--- config.mk ---
export PLATFORM = sky130hd
export DESIGN_NAME = rsf_rx_framer
export DESIGN_NICKNAME = d
export VERILOG_FILES = /design/src/inc/rsf_pkg.sv /design/src/inc/rsf_stream_if.sv /design/src/rtl/rsf_skid_buf.sv /design/src/rtl/rsf_rx_framer.sv
export VERILOG_INCLUDE_DIRS = /design/src /design/src/inc
export SDC_FILE = /design/constraint.sdc
export NUM_CORES = 1
export LEC_CHECK = 0
export BUFFER_PORTS_ARGS = -buffer_cell sky130_fd_sc_hd__buf_2
export CORE_ASPECT_RATIO = 0.8
export CORE_MARGIN = 8
export CORE_UTILIZATION = 50
export DETAILED_ROUTE_END_ITERATION = 16
export GPL_TIMING_DRIVEN = 1
export PLACE_DENSITY = 0.79
export SKIP_LAST_GASP = 1
export SLEW_MARGIN = 20
export SYNTH_ARGS = -nofsm -noshare
export SYNTH_HDL_FRONTEND = slang
export SYNTH_SLANG_ARGS = --single-unit
--- constraint.sdc ---
create_clock -name ref_clk_i -period 29.1 [get_ports ref_clk_i]
set_input_delay 1.455 -clock ref_clk_i [delete_from_list [all_inputs] [get_ports ref_clk_i]]
set_output_delay 1.455 -clock ref_clk_i [all_outputs]
set_load 0.02 [all_outputs]
--- src/inc/rsf_defines.svh ---
// Purpose: Constants of the receive framing sideband
// Assumes: Included by bare name
// Notes:   Definitions only
`ifndef RSF_DEFINES_SVH
`define RSF_DEFINES_SVH

`define RSF_KEEP_ALL      8'hFF
`define RSF_KEEP_LOW      8'h0F
`define RSF_SOF_LSB       10
`define RSF_SOF_MSB       14
`define RSF_EOF_LSB       17
`define RSF_EOF_MSB       21
`define RSF_USER_W        22
`define RSF_SOF_BYTE0     5'h10
`define RSF_SOF_BYTE8     5'h18
`define RSF_SOF_NONE      5'h00
`define RSF_EOF_BYTE3     5'h13
`define RSF_EOF_BYTE7     5'h17
`define RSF_EOF_BYTE11    5'h1B
`define RSF_EOF_BYTE15    5'h1F
`define RSF_EOF_NONE      5'h0F

`endif

--- src/inc/rsf_pkg.sv ---
// Purpose: Types of the receive framing sideband
// Assumes: Nothing
// Notes:   Constants live in rsf_defines.svh
`default_nettype none
package rsf_pkg;
    typedef enum logic {RSF_EMPTY, RSF_LOWER} rsf_lane_t;
    typedef struct packed {
        logic [63:0] data;
        logic        last;
        logic        half;
    } rsf_qword_t;
endpackage
`default_nettype wire

--- src/inc/rsf_stream_if.sv ---
// Purpose: Valid/ready carrier between framer and its buffer
// Assumes: Single clock
// Notes:   Payload width is a parameter
`default_nettype none
interface rsf_stream_if #(
    parameter int W = 66
);
    logic [W-1:0] data;
    logic         valid;
    logic         ready;
    modport src (output data, output valid, input ready);
    modport snk (input data, input valid, output ready);
endinterface
`default_nettype wire

--- src/rtl/rsf_skid_buf.sv ---
// Purpose: Two-entry buffer with registered ready on the fill side
// Assumes: Asynchronous active-low reset, released in step with the clock
// Notes:   Ready comes from a flop, so a drain stall costs one spare entry
`default_nettype none
module rsf_skid_buf #(
    parameter int W = 66
) (
    // Clock and reset
    input  wire logic         clk_i,
    input  wire logic         rst_n_i,
    // Fill side
    input  wire logic [W-1:0] in_data_i,
    input  wire logic         in_valid_i,
    output logic              in_ready_o,
    // Drain side
    rsf_stream_if.src         out_s
);
    logic [W-1:0] main_r;
    logic [W-1:0] main_nxt;
    logic [W-1:0] skid_r;
    logic [W-1:0] skid_nxt;
    logic         main_v_r;
    logic         main_v_nxt;
    logic         skid_v_r;
    logic         skid_v_nxt;
    logic         ready_r;
    logic         push;
    logic         pop;

    always_comb begin
        push       = in_valid_i && ready_r;
        pop        = main_v_r && out_s.ready;
        main_nxt   = main_r;
        skid_nxt   = skid_r;
        main_v_nxt = main_v_r;
        skid_v_nxt = skid_v_r;
        if (pop || !main_v_r) begin
            if (skid_v_r) begin
                main_nxt   = skid_r;
                main_v_nxt = 1'b1;
                skid_v_nxt = 1'b0;
            end else begin
                main_nxt   = in_data_i;
                main_v_nxt = push;
            end
            if (skid_v_r && push) begin
                skid_nxt   = in_data_i;
                skid_v_nxt = 1'b1;
            end
        end else if (push) begin
            // Drain stalled: park the word rather than drop it
            skid_nxt   = in_data_i;
            skid_v_nxt = 1'b1;
        end
    end

    always_ff @(posedge clk_i or negedge rst_n_i) begin
        if (!rst_n_i) begin
            main_r   <= '0;
            skid_r   <= '0;
            main_v_r <= 1'b0;
            skid_v_r <= 1'b0;
            ready_r  <= 1'b0;
        end else begin
            main_r   <= main_nxt;
            skid_r   <= skid_nxt;
            main_v_r <= main_v_nxt;
            skid_v_r <= skid_v_nxt;
            ready_r  <= !skid_v_nxt;
        end
    end

    assign in_ready_o  = ready_r;
    assign out_s.data  = main_r;
    assign out_s.valid = main_v_r;
endmodule
`default_nettype wire

--- src/rtl/rsf_rx_framer.sv ---
// Purpose: Receive stream framer driving keep or start/end sideband
// Assumes: Quadword packet stream from the core on the same clock
// Notes:   DATA_W selects the 64-bit or 128-bit user port
//
// Summary of operation
// - Keep bit n marks byte n valid
// - Keep all ones on non-final beats
// - Final keep only 0x0F or 0xFF
// - 128-bit packets start in either quadword
// - Start field bits 14:10, end 21:17
// - Start top bit flags start, low bits position
// - Start codes 10000 byte0, 11000 byte8
// - No start gives all zeros
// - End top bit flags end, low bits position
// - End codes 10011 byte3, 10111 byte7
// - End codes 11011 byte11, 11111 byte15
// - No end gives 01111
// - Beat moves when valid and ready
`include "rsf_defines.svh"
`default_nettype none
module rsf_rx_framer
    import rsf_pkg::*;
#(
    parameter int DATA_W = 128
) (
    // Clock and reset
    input  wire logic              ref_clk_i,
    input  wire logic              arst_n_i,
    // Packet stream from the core
    input  wire logic [63:0]       in_data_i,
    input  wire logic              in_last_i,
    input  wire logic              in_half_i,
    input  wire logic              in_valid_i,
    output logic                   in_ready_o,
    // User receive port
    output logic [DATA_W-1:0]      rx_data_o,
    output logic [7:0]             rx_keep_o,
    output logic                   rx_last_o,
    output logic [`RSF_USER_W-1:0] rx_user_o,
    output logic                   rx_valid_o,
    input  wire logic              rx_ready_i
);
    localparam bit WIDE = (DATA_W == 128);

    logic                   rst_s1_r;
    logic                   rst_n_r;
    rsf_qword_t             q;
    logic                   out_free;
    logic                   take;
    rsf_lane_t              lane_r;
    rsf_lane_t              lane_nxt;
    logic [63:0]            lo_data_r;
    logic [63:0]            lo_data_nxt;
    logic                   lo_sof_r;
    logic                   lo_sof_nxt;
    logic                   lo_eof_r;
    logic                   lo_eof_nxt;
    logic                   lo_half_r;
    logic                   lo_half_nxt;
    logic                   in_pkt_r;
    logic                   in_pkt_nxt;
    logic [DATA_W-1:0]      data_r;
    logic [DATA_W-1:0]      data_nxt;
    logic [7:0]             keep_r;
    logic [7:0]             keep_nxt;
    logic                   last_r;
    logic                   last_nxt;
    logic [4:0]             sof_r;
    logic [4:0]             sof_nxt;
    logic [4:0]             eof_r;
    logic [4:0]             eof_nxt;
    logic                   valid_r;
    logic                   valid_nxt;
    logic [127:0]           wide_word;

    rsf_stream_if #(.W($bits(rsf_qword_t))) buf_s ();

    // Reset release through two flops
    always_ff @(posedge ref_clk_i or negedge arst_n_i) begin
        if (!arst_n_i) begin
            rst_s1_r <= 1'b0;
            rst_n_r  <= 1'b0;
        end else begin
            rst_s1_r <= 1'b1;
            rst_n_r  <= rst_s1_r;
        end
    end

    rsf_skid_buf #(
        .W          ($bits(rsf_qword_t))
    ) u_buf (
        .clk_i      (ref_clk_i),
        .rst_n_i    (rst_n_r),
        .in_data_i  ({in_data_i, in_last_i, in_half_i}),
        .in_valid_i (in_valid_i),
        .in_ready_o (in_ready_o),
        .out_s      (buf_s.src)
    );

    // End code for a lane: upper lane sets bit 3, full qword sets bit 2
    function automatic logic [4:0] eof_code(input logic upper, input logic half);
        logic [4:0] c;
        c = {1'b1, upper, 3'h3};
        c[2] = !half;
        return c;
    endfunction

    // Keep mask of a 64-bit beat
    function automatic logic [7:0] keep_code(input logic last, input logic half);
        return (last && half) ? `RSF_KEEP_LOW : `RSF_KEEP_ALL;
    endfunction

    assign q          = rsf_qword_t'(buf_s.data);
    assign buf_s.ready = take;

    always_comb begin
        // beat moves on valid and ready
        out_free    = !valid_r || rx_ready_i;
        take        = 1'b0;
        lane_nxt    = lane_r;
        lo_data_nxt = lo_data_r;
        lo_sof_nxt  = lo_sof_r;
        lo_eof_nxt  = lo_eof_r;
        lo_half_nxt = lo_half_r;
        in_pkt_nxt  = in_pkt_r;
        data_nxt    = data_r;
        keep_nxt    = keep_r;
        last_nxt    = last_r;
        sof_nxt     = sof_r;
        eof_nxt     = eof_r;
        valid_nxt   = valid_r && !rx_ready_i;
        wide_word   = '0;
        if (!WIDE) begin
            if (buf_s.valid && out_free) begin
                take      = 1'b1;
                data_nxt  = DATA_W'(q.data);
                keep_nxt  = keep_code(q.last, q.half);
                last_nxt  = q.last;
                sof_nxt   = `RSF_SOF_NONE;
                eof_nxt   = `RSF_EOF_NONE;
                valid_nxt = 1'b1;
            end
        end else begin
            case (lane_r)
                RSF_EMPTY: begin
                    if (buf_s.valid) begin
                        take        = 1'b1;
                        lo_data_nxt = q.data;
                        lo_sof_nxt  = !in_pkt_r;
                        lo_eof_nxt  = q.last;
                        lo_half_nxt = q.half;
                        in_pkt_nxt  = !q.last;
                        lane_nxt    = RSF_LOWER;
                    end
                end
                RSF_LOWER: begin
                    // A tail waits for the next qword: pairing is timing-free, at some latency
                    if (out_free && ((lo_eof_r && lo_sof_r) || buf_s.valid)) begin
                        wide_word[63:0] = lo_data_r;
                        sof_nxt         = lo_sof_r ? `RSF_SOF_BYTE0 : `RSF_SOF_NONE;
                        eof_nxt         = `RSF_EOF_NONE;
                        if (lo_eof_r) begin
                            eof_nxt = eof_code(1'b0, lo_half_r);
                            // straddle: next packet opens upper lane
                            if (!lo_sof_r && buf_s.valid && !q.last) begin
                                take              = 1'b1;
                                wide_word[127:64] = q.data;
                                sof_nxt           = `RSF_SOF_BYTE8;
                                in_pkt_nxt        = 1'b1;
                            end
                        end else begin
                            take              = 1'b1;
                            wide_word[127:64] = q.data;
                            in_pkt_nxt        = !q.last;
                            if (q.last) begin
                                eof_nxt = eof_code(1'b1, q.half);
                            end
                        end
                        data_nxt  = DATA_W'(wide_word);
                        keep_nxt  = `RSF_KEEP_ALL;
                        last_nxt  = eof_nxt[4];
                        valid_nxt = 1'b1;
                        lane_nxt  = RSF_EMPTY;
                    end
                end
                default: begin
                    lane_nxt = RSF_EMPTY;
                end
            endcase
        end
    end

    always_ff @(posedge ref_clk_i or negedge rst_n_r) begin
        if (!rst_n_r) begin
            lane_r    <= RSF_EMPTY;
            lo_data_r <= '0;
            lo_sof_r  <= 1'b0;
            lo_eof_r  <= 1'b0;
            lo_half_r <= 1'b0;
            in_pkt_r  <= 1'b0;
            data_r    <= '0;
            keep_r    <= `RSF_KEEP_ALL;
            last_r    <= 1'b0;
            sof_r     <= `RSF_SOF_NONE;
            eof_r     <= `RSF_EOF_NONE;
            valid_r   <= 1'b0;
        end else begin
            lane_r    <= lane_nxt;
            lo_data_r <= lo_data_nxt;
            lo_sof_r  <= lo_sof_nxt;
            lo_eof_r  <= lo_eof_nxt;
            lo_half_r <= lo_half_nxt;
            in_pkt_r  <= in_pkt_nxt;
            data_r    <= data_nxt;
            keep_r    <= keep_nxt;
            last_r    <= last_nxt;
            sof_r     <= sof_nxt;
            eof_r     <= eof_nxt;
            valid_r   <= valid_nxt;
        end
    end

    always_comb begin
        rx_user_o = '0;
        if (WIDE) begin
            rx_user_o[`RSF_SOF_MSB:`RSF_SOF_LSB] = sof_r;
            rx_user_o[`RSF_EOF_MSB:`RSF_EOF_LSB] = eof_r;
        end
    end

    assign rx_data_o  = data_r;
    assign rx_keep_o  = keep_r;
    assign rx_last_o  = last_r;
    assign rx_valid_o = valid_r;

    // Straddled beats are emitted only when the lower packet is a tail,
    // so one beat never carries two starts or two ends.

    // Helper: last quadword taken in narrow mode, for the keep check
    logic [63:0] last_qword_r;
    always_ff @(posedge ref_clk_i or negedge rst_n_r) begin
        if (!rst_n_r) begin
            last_qword_r <= '0;
        end else if (take && !WIDE) begin
            last_qword_r <= q.data;
        end
    end

    keep_mid_a: assert property (
        @(posedge ref_clk_i) disable iff (!rst_n_r)
        rx_valid_o && !rx_last_o |-> rx_keep_o == `RSF_KEEP_ALL)
        else $error("keep not all ones mid packet");

    keep_last_a: assert property (
        @(posedge ref_clk_i) disable iff (!rst_n_r)
        rx_valid_o && rx_last_o |-> rx_keep_o inside {`RSF_KEEP_LOW, `RSF_KEEP_ALL})
        else $error("illegal final keep");

    keep_bytes_a: assert property (
        @(posedge ref_clk_i) disable iff (!rst_n_r)
        rx_valid_o && !WIDE |-> rx_keep_o[7:4] == '0 ?
            (rx_keep_o[3:0] == 4'hF && data_r == DATA_W'(last_qword_r)) : 1'b1)
        else $error("keep low mask does not mark low bytes");

    sof_codes_a: assert property (
        @(posedge ref_clk_i) disable iff (!rst_n_r)
        rx_valid_o && WIDE |-> sof_r inside {`RSF_SOF_BYTE0, `RSF_SOF_BYTE8, `RSF_SOF_NONE})
        else $error("illegal start code");

    sof_flag_a: assert property (
        @(posedge ref_clk_i) disable iff (!rst_n_r)
        rx_valid_o && WIDE && !sof_r[4] |-> sof_r == `RSF_SOF_NONE)
        else $error("start position without flag");

    sof_upper_a: assert property (
        @(posedge ref_clk_i) disable iff (!rst_n_r)
        rx_valid_o && sof_r == `RSF_SOF_BYTE8 |-> eof_r[4] && !eof_r[3])
        else $error("upper start without lower end");

    eof_codes_a: assert property (
        @(posedge ref_clk_i) disable iff (!rst_n_r)
        rx_valid_o && WIDE && eof_r[4] |-> eof_r[1:0] == 2'h3 && rx_last_o)
        else $error("illegal end code");

    eof_none_a: assert property (
        @(posedge ref_clk_i) disable iff (!rst_n_r)
        rx_valid_o && WIDE && !eof_r[4] |-> eof_r == `RSF_EOF_NONE && !rx_last_o)
        else $error("idle end code wrong");

    eof_upper_a: assert property (
        @(posedge ref_clk_i) disable iff (!rst_n_r)
        rx_valid_o && WIDE && eof_r[4] && eof_r[3] |-> sof_r != `RSF_SOF_BYTE8)
        else $error("upper end shares beat with upper start");

    user_bits_a: assert property (
        @(posedge ref_clk_i) disable iff (!rst_n_r)
        rx_user_o[9:0] == '0 && rx_user_o[16:15] == '0)
        else $error("sideband bits outside fields set");

    hold_stall_a: assert property (
        @(posedge ref_clk_i) disable iff (!rst_n_r)
        rx_valid_o && !rx_ready_i |=> rx_valid_o && $stable(rx_data_o) && $stable(rx_user_o)
            && $stable(rx_keep_o) && $stable(rx_last_o))
        else $error("beat changed while stalled");
endmodule
`default_nettype wire

==> metrics.txt, run 1 <==
area share of the leading cell type in the synthesized netlist=0.592; worst reg2reg setup slack=26.01 ns; Filler Cells Inserted=2314; largest net degree at the start of global routing=198; GRT overflow=0; Worst-Margin Slew=1.02 ns; Nets=1317; Port-buffer cells=205; DRT iter0 DRCs=452; Pint=1.39 mW; DRC Markers=0; RR Endpoint=u_buf.skid_r[12]$_DFFE_PN0P_; die width=205 um; max-slew violation count=0; postcts setup bufs=0; DIE AREA=34300 sq um; Wirelength per Cell=20.3 um; CP Launch Type=input port; Top delay family on crit path=compound AO/OA/AOI/OAI gates; Data required, critical path=29.48 ns; H-tree Lvls=2; Final Hold Vio Count=0; ANT nets after route=0; Layout area overhead=16.4%; Seq pwr share=0.395; mean post-synth cell area=13.4 sq um; max-cap violations=0; starting density of the core=0.507; worst min path class=flop to async pin; Yosys warning total=0; mapped cell area=14300 sq um; power per cell area=133 nW/um^2; Root Driver=clkbuf_16; crit end category=flop; DRT Pass-1 Iters=5; Core Rows=55; worst relative slew slack=0.321; first-pass GRT wire length=53800 um; Clk Latency, worst-skew pair=0.50 ns; register bit total from synthesis=340; minimum clock period=3.62 ns; Post-CTS Resized=0; Critical Path AT=4.00 ns; Max Fanout on Critical Path=38; Worst R2R Path Depth=4; clock sink total=340; final setup vio count=0; WL final=33300 um; last element of the critical path=u_buf.skid_r[12]$_DFFE_PN0P_; Hold Buf Count CTS=0; critical setup path kind=input port to flop; worst path cell trace=buf_2 > nand2b_1 > a311o_2 > buf_4 > mux2_2; layout cells sized above 1=0.376; Placer Congestion=0.742; placed insts=1578; post-DP HPWL=20100 um; vias per cell=5.42; Die H=167 um; NetSw=822 uW; core area=28200 sq um; CTS buffer count=35; final cell count without fillers=1643; Ports=231; fin util=0.590; vias in the first global route=9775; worst vdd ir=0.0763 mV; crit path from=rx_ready_i; number of cells on the critical path=5; routed via count=8912; combinational power share=0.408; sequential element share of the synthesized area=0.595; initial antenna violation count=5; status=completed; RR Startpoint=u_buf.out_s.data[1]$_DFFE_PN0P_; Fmax=276 MHz; area leader, netlist=dfrtp_1; synth top area cells=dfrtp_1 59%, mux2_2 12%, mux2i_1 9.3%; Leak=7.96 nW; Slowest Stage Delay on Critical Path=0.93 ns; Worst-path clk slew=0.06 ns; Clock Power Share=0.197; GRT Util Overall=0.191; CTS tree=done; setup TNS=0 ns; clk buf depth=3; Sw Share=0.372; RSZ-0062 raised after global routing=no; slowest CP cell=a311o_2; Synth cell types=31; Mapped Cells=1070; final setup skew=0.0134 ns; CP bufs+invs=2; fin crit share=0.124
## layer usage
| metal | share of wire | global-route usage | up-vias |
|---|---|---|---|
| li1 | - | - | 4005 |
| met1 | 0.44 | 0.252 | 4642 |
| met2 | 0.47 | 0.313 | 206 |
| met3 | 0.064 | 0.0490 | 53 |
| met4 | 0.017 | 0.0478 | 6 |
| met5 | 0.0011 | 0 | - |
## area by class of cell
cell class / instances / area, sq um / area share
repair buffers: 217 / 1160 / 0.0698
inverters: 69 / 259 / 0.0156
clock inverters: 5 / 53.8 / 0.00323
multi-input cells: 584 / 5110 / 0.307
clock buffers: 55 / 1060 / 0.0639
flip-flops and latches: 340 / 8520 / 0.512
diodes: 3 / 7.51 / 0.000451
well taps: 370 / 463 / 0.0278
## state kept, by name (all words and copies together) (netlist names), 2 cells and up
register          count
rx_data_o           128
u_buf.out_s.data     66
u_buf.skid_r         66
lo_data_r            64
eof_r                 3
sof_r                 2
## power by group through the flow
stage	Sequential [mW]	Combinational (mW)	Clock, mW
2_1_floorplan	0.947	0.569	0
3_3_place_gp	0.866	0.881	0
3_5_place_dp	0.876	0.910	0
4_1_cts	0.873	0.915	0.449
5_1_grt	0.903	0.977	0.466
6_report	0.872	0.902	0.436
## cell families (layout without fill, tap and decap cells)
group | count (synthesis) | after routing | share of synthesized area
AND/OR/NAND/NOR | 81 | 81 | 0.0224
other | 2 | 29 | 0.000525
adder cells (fa/ha/maj) | 2 | 2 | 0.00140
flip-flops | 340 | 340 | 0.595
AO/OA/AOI/OAI | 144 | 144 | 0.0640
multiplexers | 331 | 331 | 0.260
buffers and inverters | 170 | 346 | 0.0568
## how the worst min path moves through the flow
| stage | startpoint | endpoint | cells past startpoint |
|---|---|---|---|
| finish | rst_n_r$_DFF_PN0_ | rx_data_o[59]$_DFFE_PN0P_ | 1 |
| global route | rst_n_r$_DFF_PN0_ | rx_data_o[59]$_DFFE_PN0P_ | 1 |
| CTS | rst_s1_r$_DFF_PN0_ | rst_n_r$_DFF_PN0_ | 0 |
| detailed placement | rst_s1_r$_DFF_PN0_ | rst_n_r$_DFF_PN0_ | 0 |
| global placement | rst_s1_r$_DFF_PN0_ | rst_n_r$_DFF_PN0_ | 0 |
| floorplan | rst_s1_r$_DFF_PN0_ | rst_n_r$_DFF_PN0_ | 0 |
## per-stage QoR
stage               worst slack (ns)  power, mW  area (sq um)  hold slack, ns
floorplan                      18.93       1.52         14400           0.331
global placement               25.00       1.75         15500           0.338
detailed placement             24.94       1.79         15500           0.336
CTS                            25.48       2.24         16600           0.348
global route                   25.38       2.35         16600           0.347
finish                         25.48       2.21         16600           0.307
## layout by cell type (no fill, tap or decap), types with 6 or more instances in the layout
| cell type | n |
|---|---|
| o21ai_0 | 67 |
| mux2_2 | 158 |
| mux2_4 | 40 |
| conb_1 | 26 |
| buf_2 | 205 |
| a22oi_1 | 65 |
| clkbuf_1 | 11 |
| inv_1 | 68 |
| buf_4 | 9 |
| clkbuf_16 | 37 |
| nand2_1 | 6 |
| clkbuf_8 | 7 |
| dfrtp_1 | 336 |
| nor2_1 | 66 |
| mux2i_1 | 133 |
## synth_stat cells
| library cell | number |
|---|---|
| nand2_1 | 8 |
| o21a_1 | 1 |
| a32oi_1 | 1 |
| maj3_1 | 2 |
| a21o_1 | 3 |
| a311o_1 | 1 |
| mux2i_1 | 133 |
| o21ai_1 | 1 |
| o2111ai_1 | 1 |
| buf_1 | 5 |
| a31o_2 | 1 |
| a21bo_2 | 1 |
| a21oi_1 | 2 |
| and2_1 | 1 |
| nand2b_1 | 2 |
| buf_2 | 31 |
| o21ai_0 | 67 |
| dfrtp_1 | 338 |
| inv_1 | 69 |
| nor3b_1 | 1 |
| buf_6 | 5 |
| mux2_4 | 40 |
| conb_1 | 2 |
| nand3_1 | 2 |
| a22oi_1 | 65 |
| buf_4 | 26 |
| nor2_1 | 66 |
| dfstp_2 | 2 |
| mux2_2 | 158 |
| nor2b_1 | 1 |
| clkbuf_1 | 34 |
Power figures use the tool's default switching activity.
==> inputs of run 2 (changes only) <==
- PLACE_DENSITY: 0.79 -> 0.82
- clock period: 29.1 -> 3.25 ns (I/O delays scaled with it)
==> metrics.txt, run 2 (synthesis gave the netlist of run 1 again) <==
final setup skew=0.0197 ns (+0.00633 ns); first-pass GRT wire length=56100 um (+4.4%); core area=28200 sq um (unchanged); starting density of the core=0.507 (unchanged); worst reg2reg setup slack=0.57 ns (-25.44 ns); post-DP HPWL=21500 um (+6.9%); Clk Latency, worst-skew pair=0.50 ns (about the same); Layout area overhead=21.9%; die width=205 um (unchanged); max-cap violations=0 (unchanged); Hold Crit Depth=3; Data required, critical path=3.62 ns (-25.86 ns); commonest non-fill, non-tap cell in the layout=dfrtp_1; fin worst setup slack=0.573 ns (-24.90 ns); minimum clock period=2.68 ns; DRT iter0 DRCs=569 (+26%); WL final=34700 um (+4.2%); vias per cell=5.41 (-0.33%); Worst-Margin Slew=0.881 ns (-0.138 ns); H-tree Lvls=2 (unchanged); worst min path class=input port to flop; critical setup path kind=flop to flop; crit end category=flop; RSZ-0062 raised after global routing=no; final non-filler cell area=17400 sq um (+4.7%); Ports=231 (unchanged); ANT nets after route=0 (unchanged); clk buf depth=3 (unchanged); RR Startpoint=u_buf.out_s.data[1]$_DFFE_PN0P_; layout cells sized above 1=0.365 (-0.0116); Critical Path AT=3.05 ns (-0.95 ns); clock sink total=340 (unchanged); Leak=8.31 nW (+4.3%); Max Fanout on Critical Path=24 (-37%); initial antenna violation count=1 (-4); worst relative slew slack=0.412 (+0.0910); fin crit share=0.824; max-slew violation count=0 (unchanged); Slowest Stage Delay on Critical Path=0.85 ns (-0.08 ns); vias in the first global route=10100 (+3.3%); largest net degree at the start of global routing=75 (-62%); worst path cell trace=o21ai_1 > a311o_2 > buf_4 > mux2_2; worst vdd ir=0.621 mV (+710%); CTS buffer count=35 (unchanged); power per cell area=1150 nW/um^2 (+760%); setup TNS=0 ns (unchanged); status=completed; Port-buffer cells=205 (unchanged); GRT Util Overall=0.200 (+0.00866); hold path start=rx_ready_i; routed via count=9283 (+4.2%); Nets=1393 (+5.8%); Post-CTS Resized=0 (unchanged); DRT Pass-1 Iters=5 (unchanged); Core Rows=55 (unchanged); GRT overflow=0 (unchanged); CTS tree=done; DIE AREA=34300 sq um (unchanged); Largest register FFs=128 (unchanged); Filler Cells Inserted=2114 (-8.6%); CP Launch Type=flop; Root Driver=clkbuf_16; Place WS=0.607 ns (-24.34 ns); most frequent cells in the layout=336 x dfrtp_1, 205 x buf_2, 158 x mux2_2; Final Hold Vio Count=0 (unchanged); Placed Area=15600 sq um (+1.1%); fin util=0.618 (+0.0280); Worst-path clk slew=0.06 ns (about the same); RR Endpoint=u_buf.skid_r[18]$_DFFE_PN0P_; DRC Markers=0 (unchanged); final setup vio count=0 (unchanged); slowest CP cell=a311o_2; Die H=167 um (unchanged); Placer Congestion=0.760 (+2.5%); Worst Hold Endpoint=rx_valid_o$_DFF_PN0_; Worst R2R Path Depth=4 (unchanged); Fmax=374 MHz; Wirelength per Cell=20.2 um (-0.33%)
[run 2: cell types whose count changed in the layout (fill, tap and decap cells not counted)]
| cell | delta |
|---|---|
| clkinvlp_4 | +2 |
| clkbuf_1 | -6 |
| bufinv_16 | -1 |
| clkinv_2 | +6 |
| buf_16 | -1 |
| clkinv_4 | -1 |
| buf_4 | +1 |
| dlygate4sd3_1 | +69 |
| diode_2 | -2 |
| buf_12 | +7 |
[run 2: area by class of cell]
cell class	count	area, sq um	share of cell area
multi-input combinational	584	5110	0.293
clock buffer	49	1040	0.0597
sequential	340	8520	0.489
clock inverter	11	60.1	0.00345
antenna	1	2.50	0.000144
tap	370	463	0.0266
inverter	69	259	0.0149
timing repair buffer	293	1970	0.113
[run 2: worst max-delay path by stage]
stage / start / endpoint / slack, ns / cells past startpoint
after floorplan: rst_n_r$_DFF_PN0_ / eof_r[4]$_DFFE_PN0P_ / -0.11 / 0
after global placement: u_buf.out_s.data[1]$_DFFE_PN0P_ / u_buf.skid_r[18]$_DFFE_PN0P_ / 0.67 / 4
after global routing: u_buf.out_s.data[1]$_DFFE_PN0P_ / u_buf.skid_r[18]$_DFFE_PN0P_ / 0.45 / 4
final: u_buf.out_s.data[1]$_DFFE_PN0P_ / u_buf.skid_r[18]$_DFFE_PN0P_ / 0.57 / 4
after CTS: u_buf.out_s.data[1]$_DFFE_PN0P_ / u_buf.skid_r[18]$_DFFE_PN0P_ / 0.55 / 4
after detailed placement: u_buf.out_s.data[1]$_DFFE_PN0P_ / u_buf.skid_r[15]$_DFFE_PN0P_ / 0.61 / 4
[run 2: what timing repair did]
item	4_1_cts	5_1_grt
hold endpoints to repair	70	0
setup buffers	0	0
hold buffers	69	0
[run 2: critical path, delay by kind of cell (launching register included)]
kind / cells / cell delay, ns
buf+inv: 1 / 0.45
mux: 1 / 0.39
flops: 1 / 0.45
compound gates: 2 / 1.25
[run 2: through the flow]
| step | cells | power (mW) | hold WS [ns] |
|---|---|---|---|
| floorplan | 1094 | 13.6 | -0.133 |
| global placement | 1587 | 15.7 | -0.0505 |
| detailed placement | 1587 | 16.1 | -0.0478 |
| CTS | 1716 | 20.1 | 0.255 |
| global route | 1717 | 21.1 | 0.291 |
| finish | 1717 | 20.0 | 0.275 |
[run 2: where the power goes]
| part | total, mW | internal, mW | switching [mW] | leakage (nW) |
|---|---|---|---|---|
| Combinational | 8.28 | 3.77 | 4.51 | 3.77 |
| Sequential | 7.85 | 6.45 | 1.40 | 3.98 |
| Clock | 3.84 | 2.23 | 1.61 | 0.548 |
| Total | 20.0 | 12.5 | 7.52 | 8.31 |
[run 2: metal layers]
layer | vias up | routed length, um | part of all wire | global-route usage
met5 | - | 0 | 0 | 0
met1 | 4818 | 14800 | 0.43 | 0.261
met3 | 44 | 2230 | 0.064 | 0.0428
met4 | 0 | 459 | 0.013 | 0.0444
met2 | 265 | 17200 | 0.50 | 0.339
li1 | 4156 | - | - | -
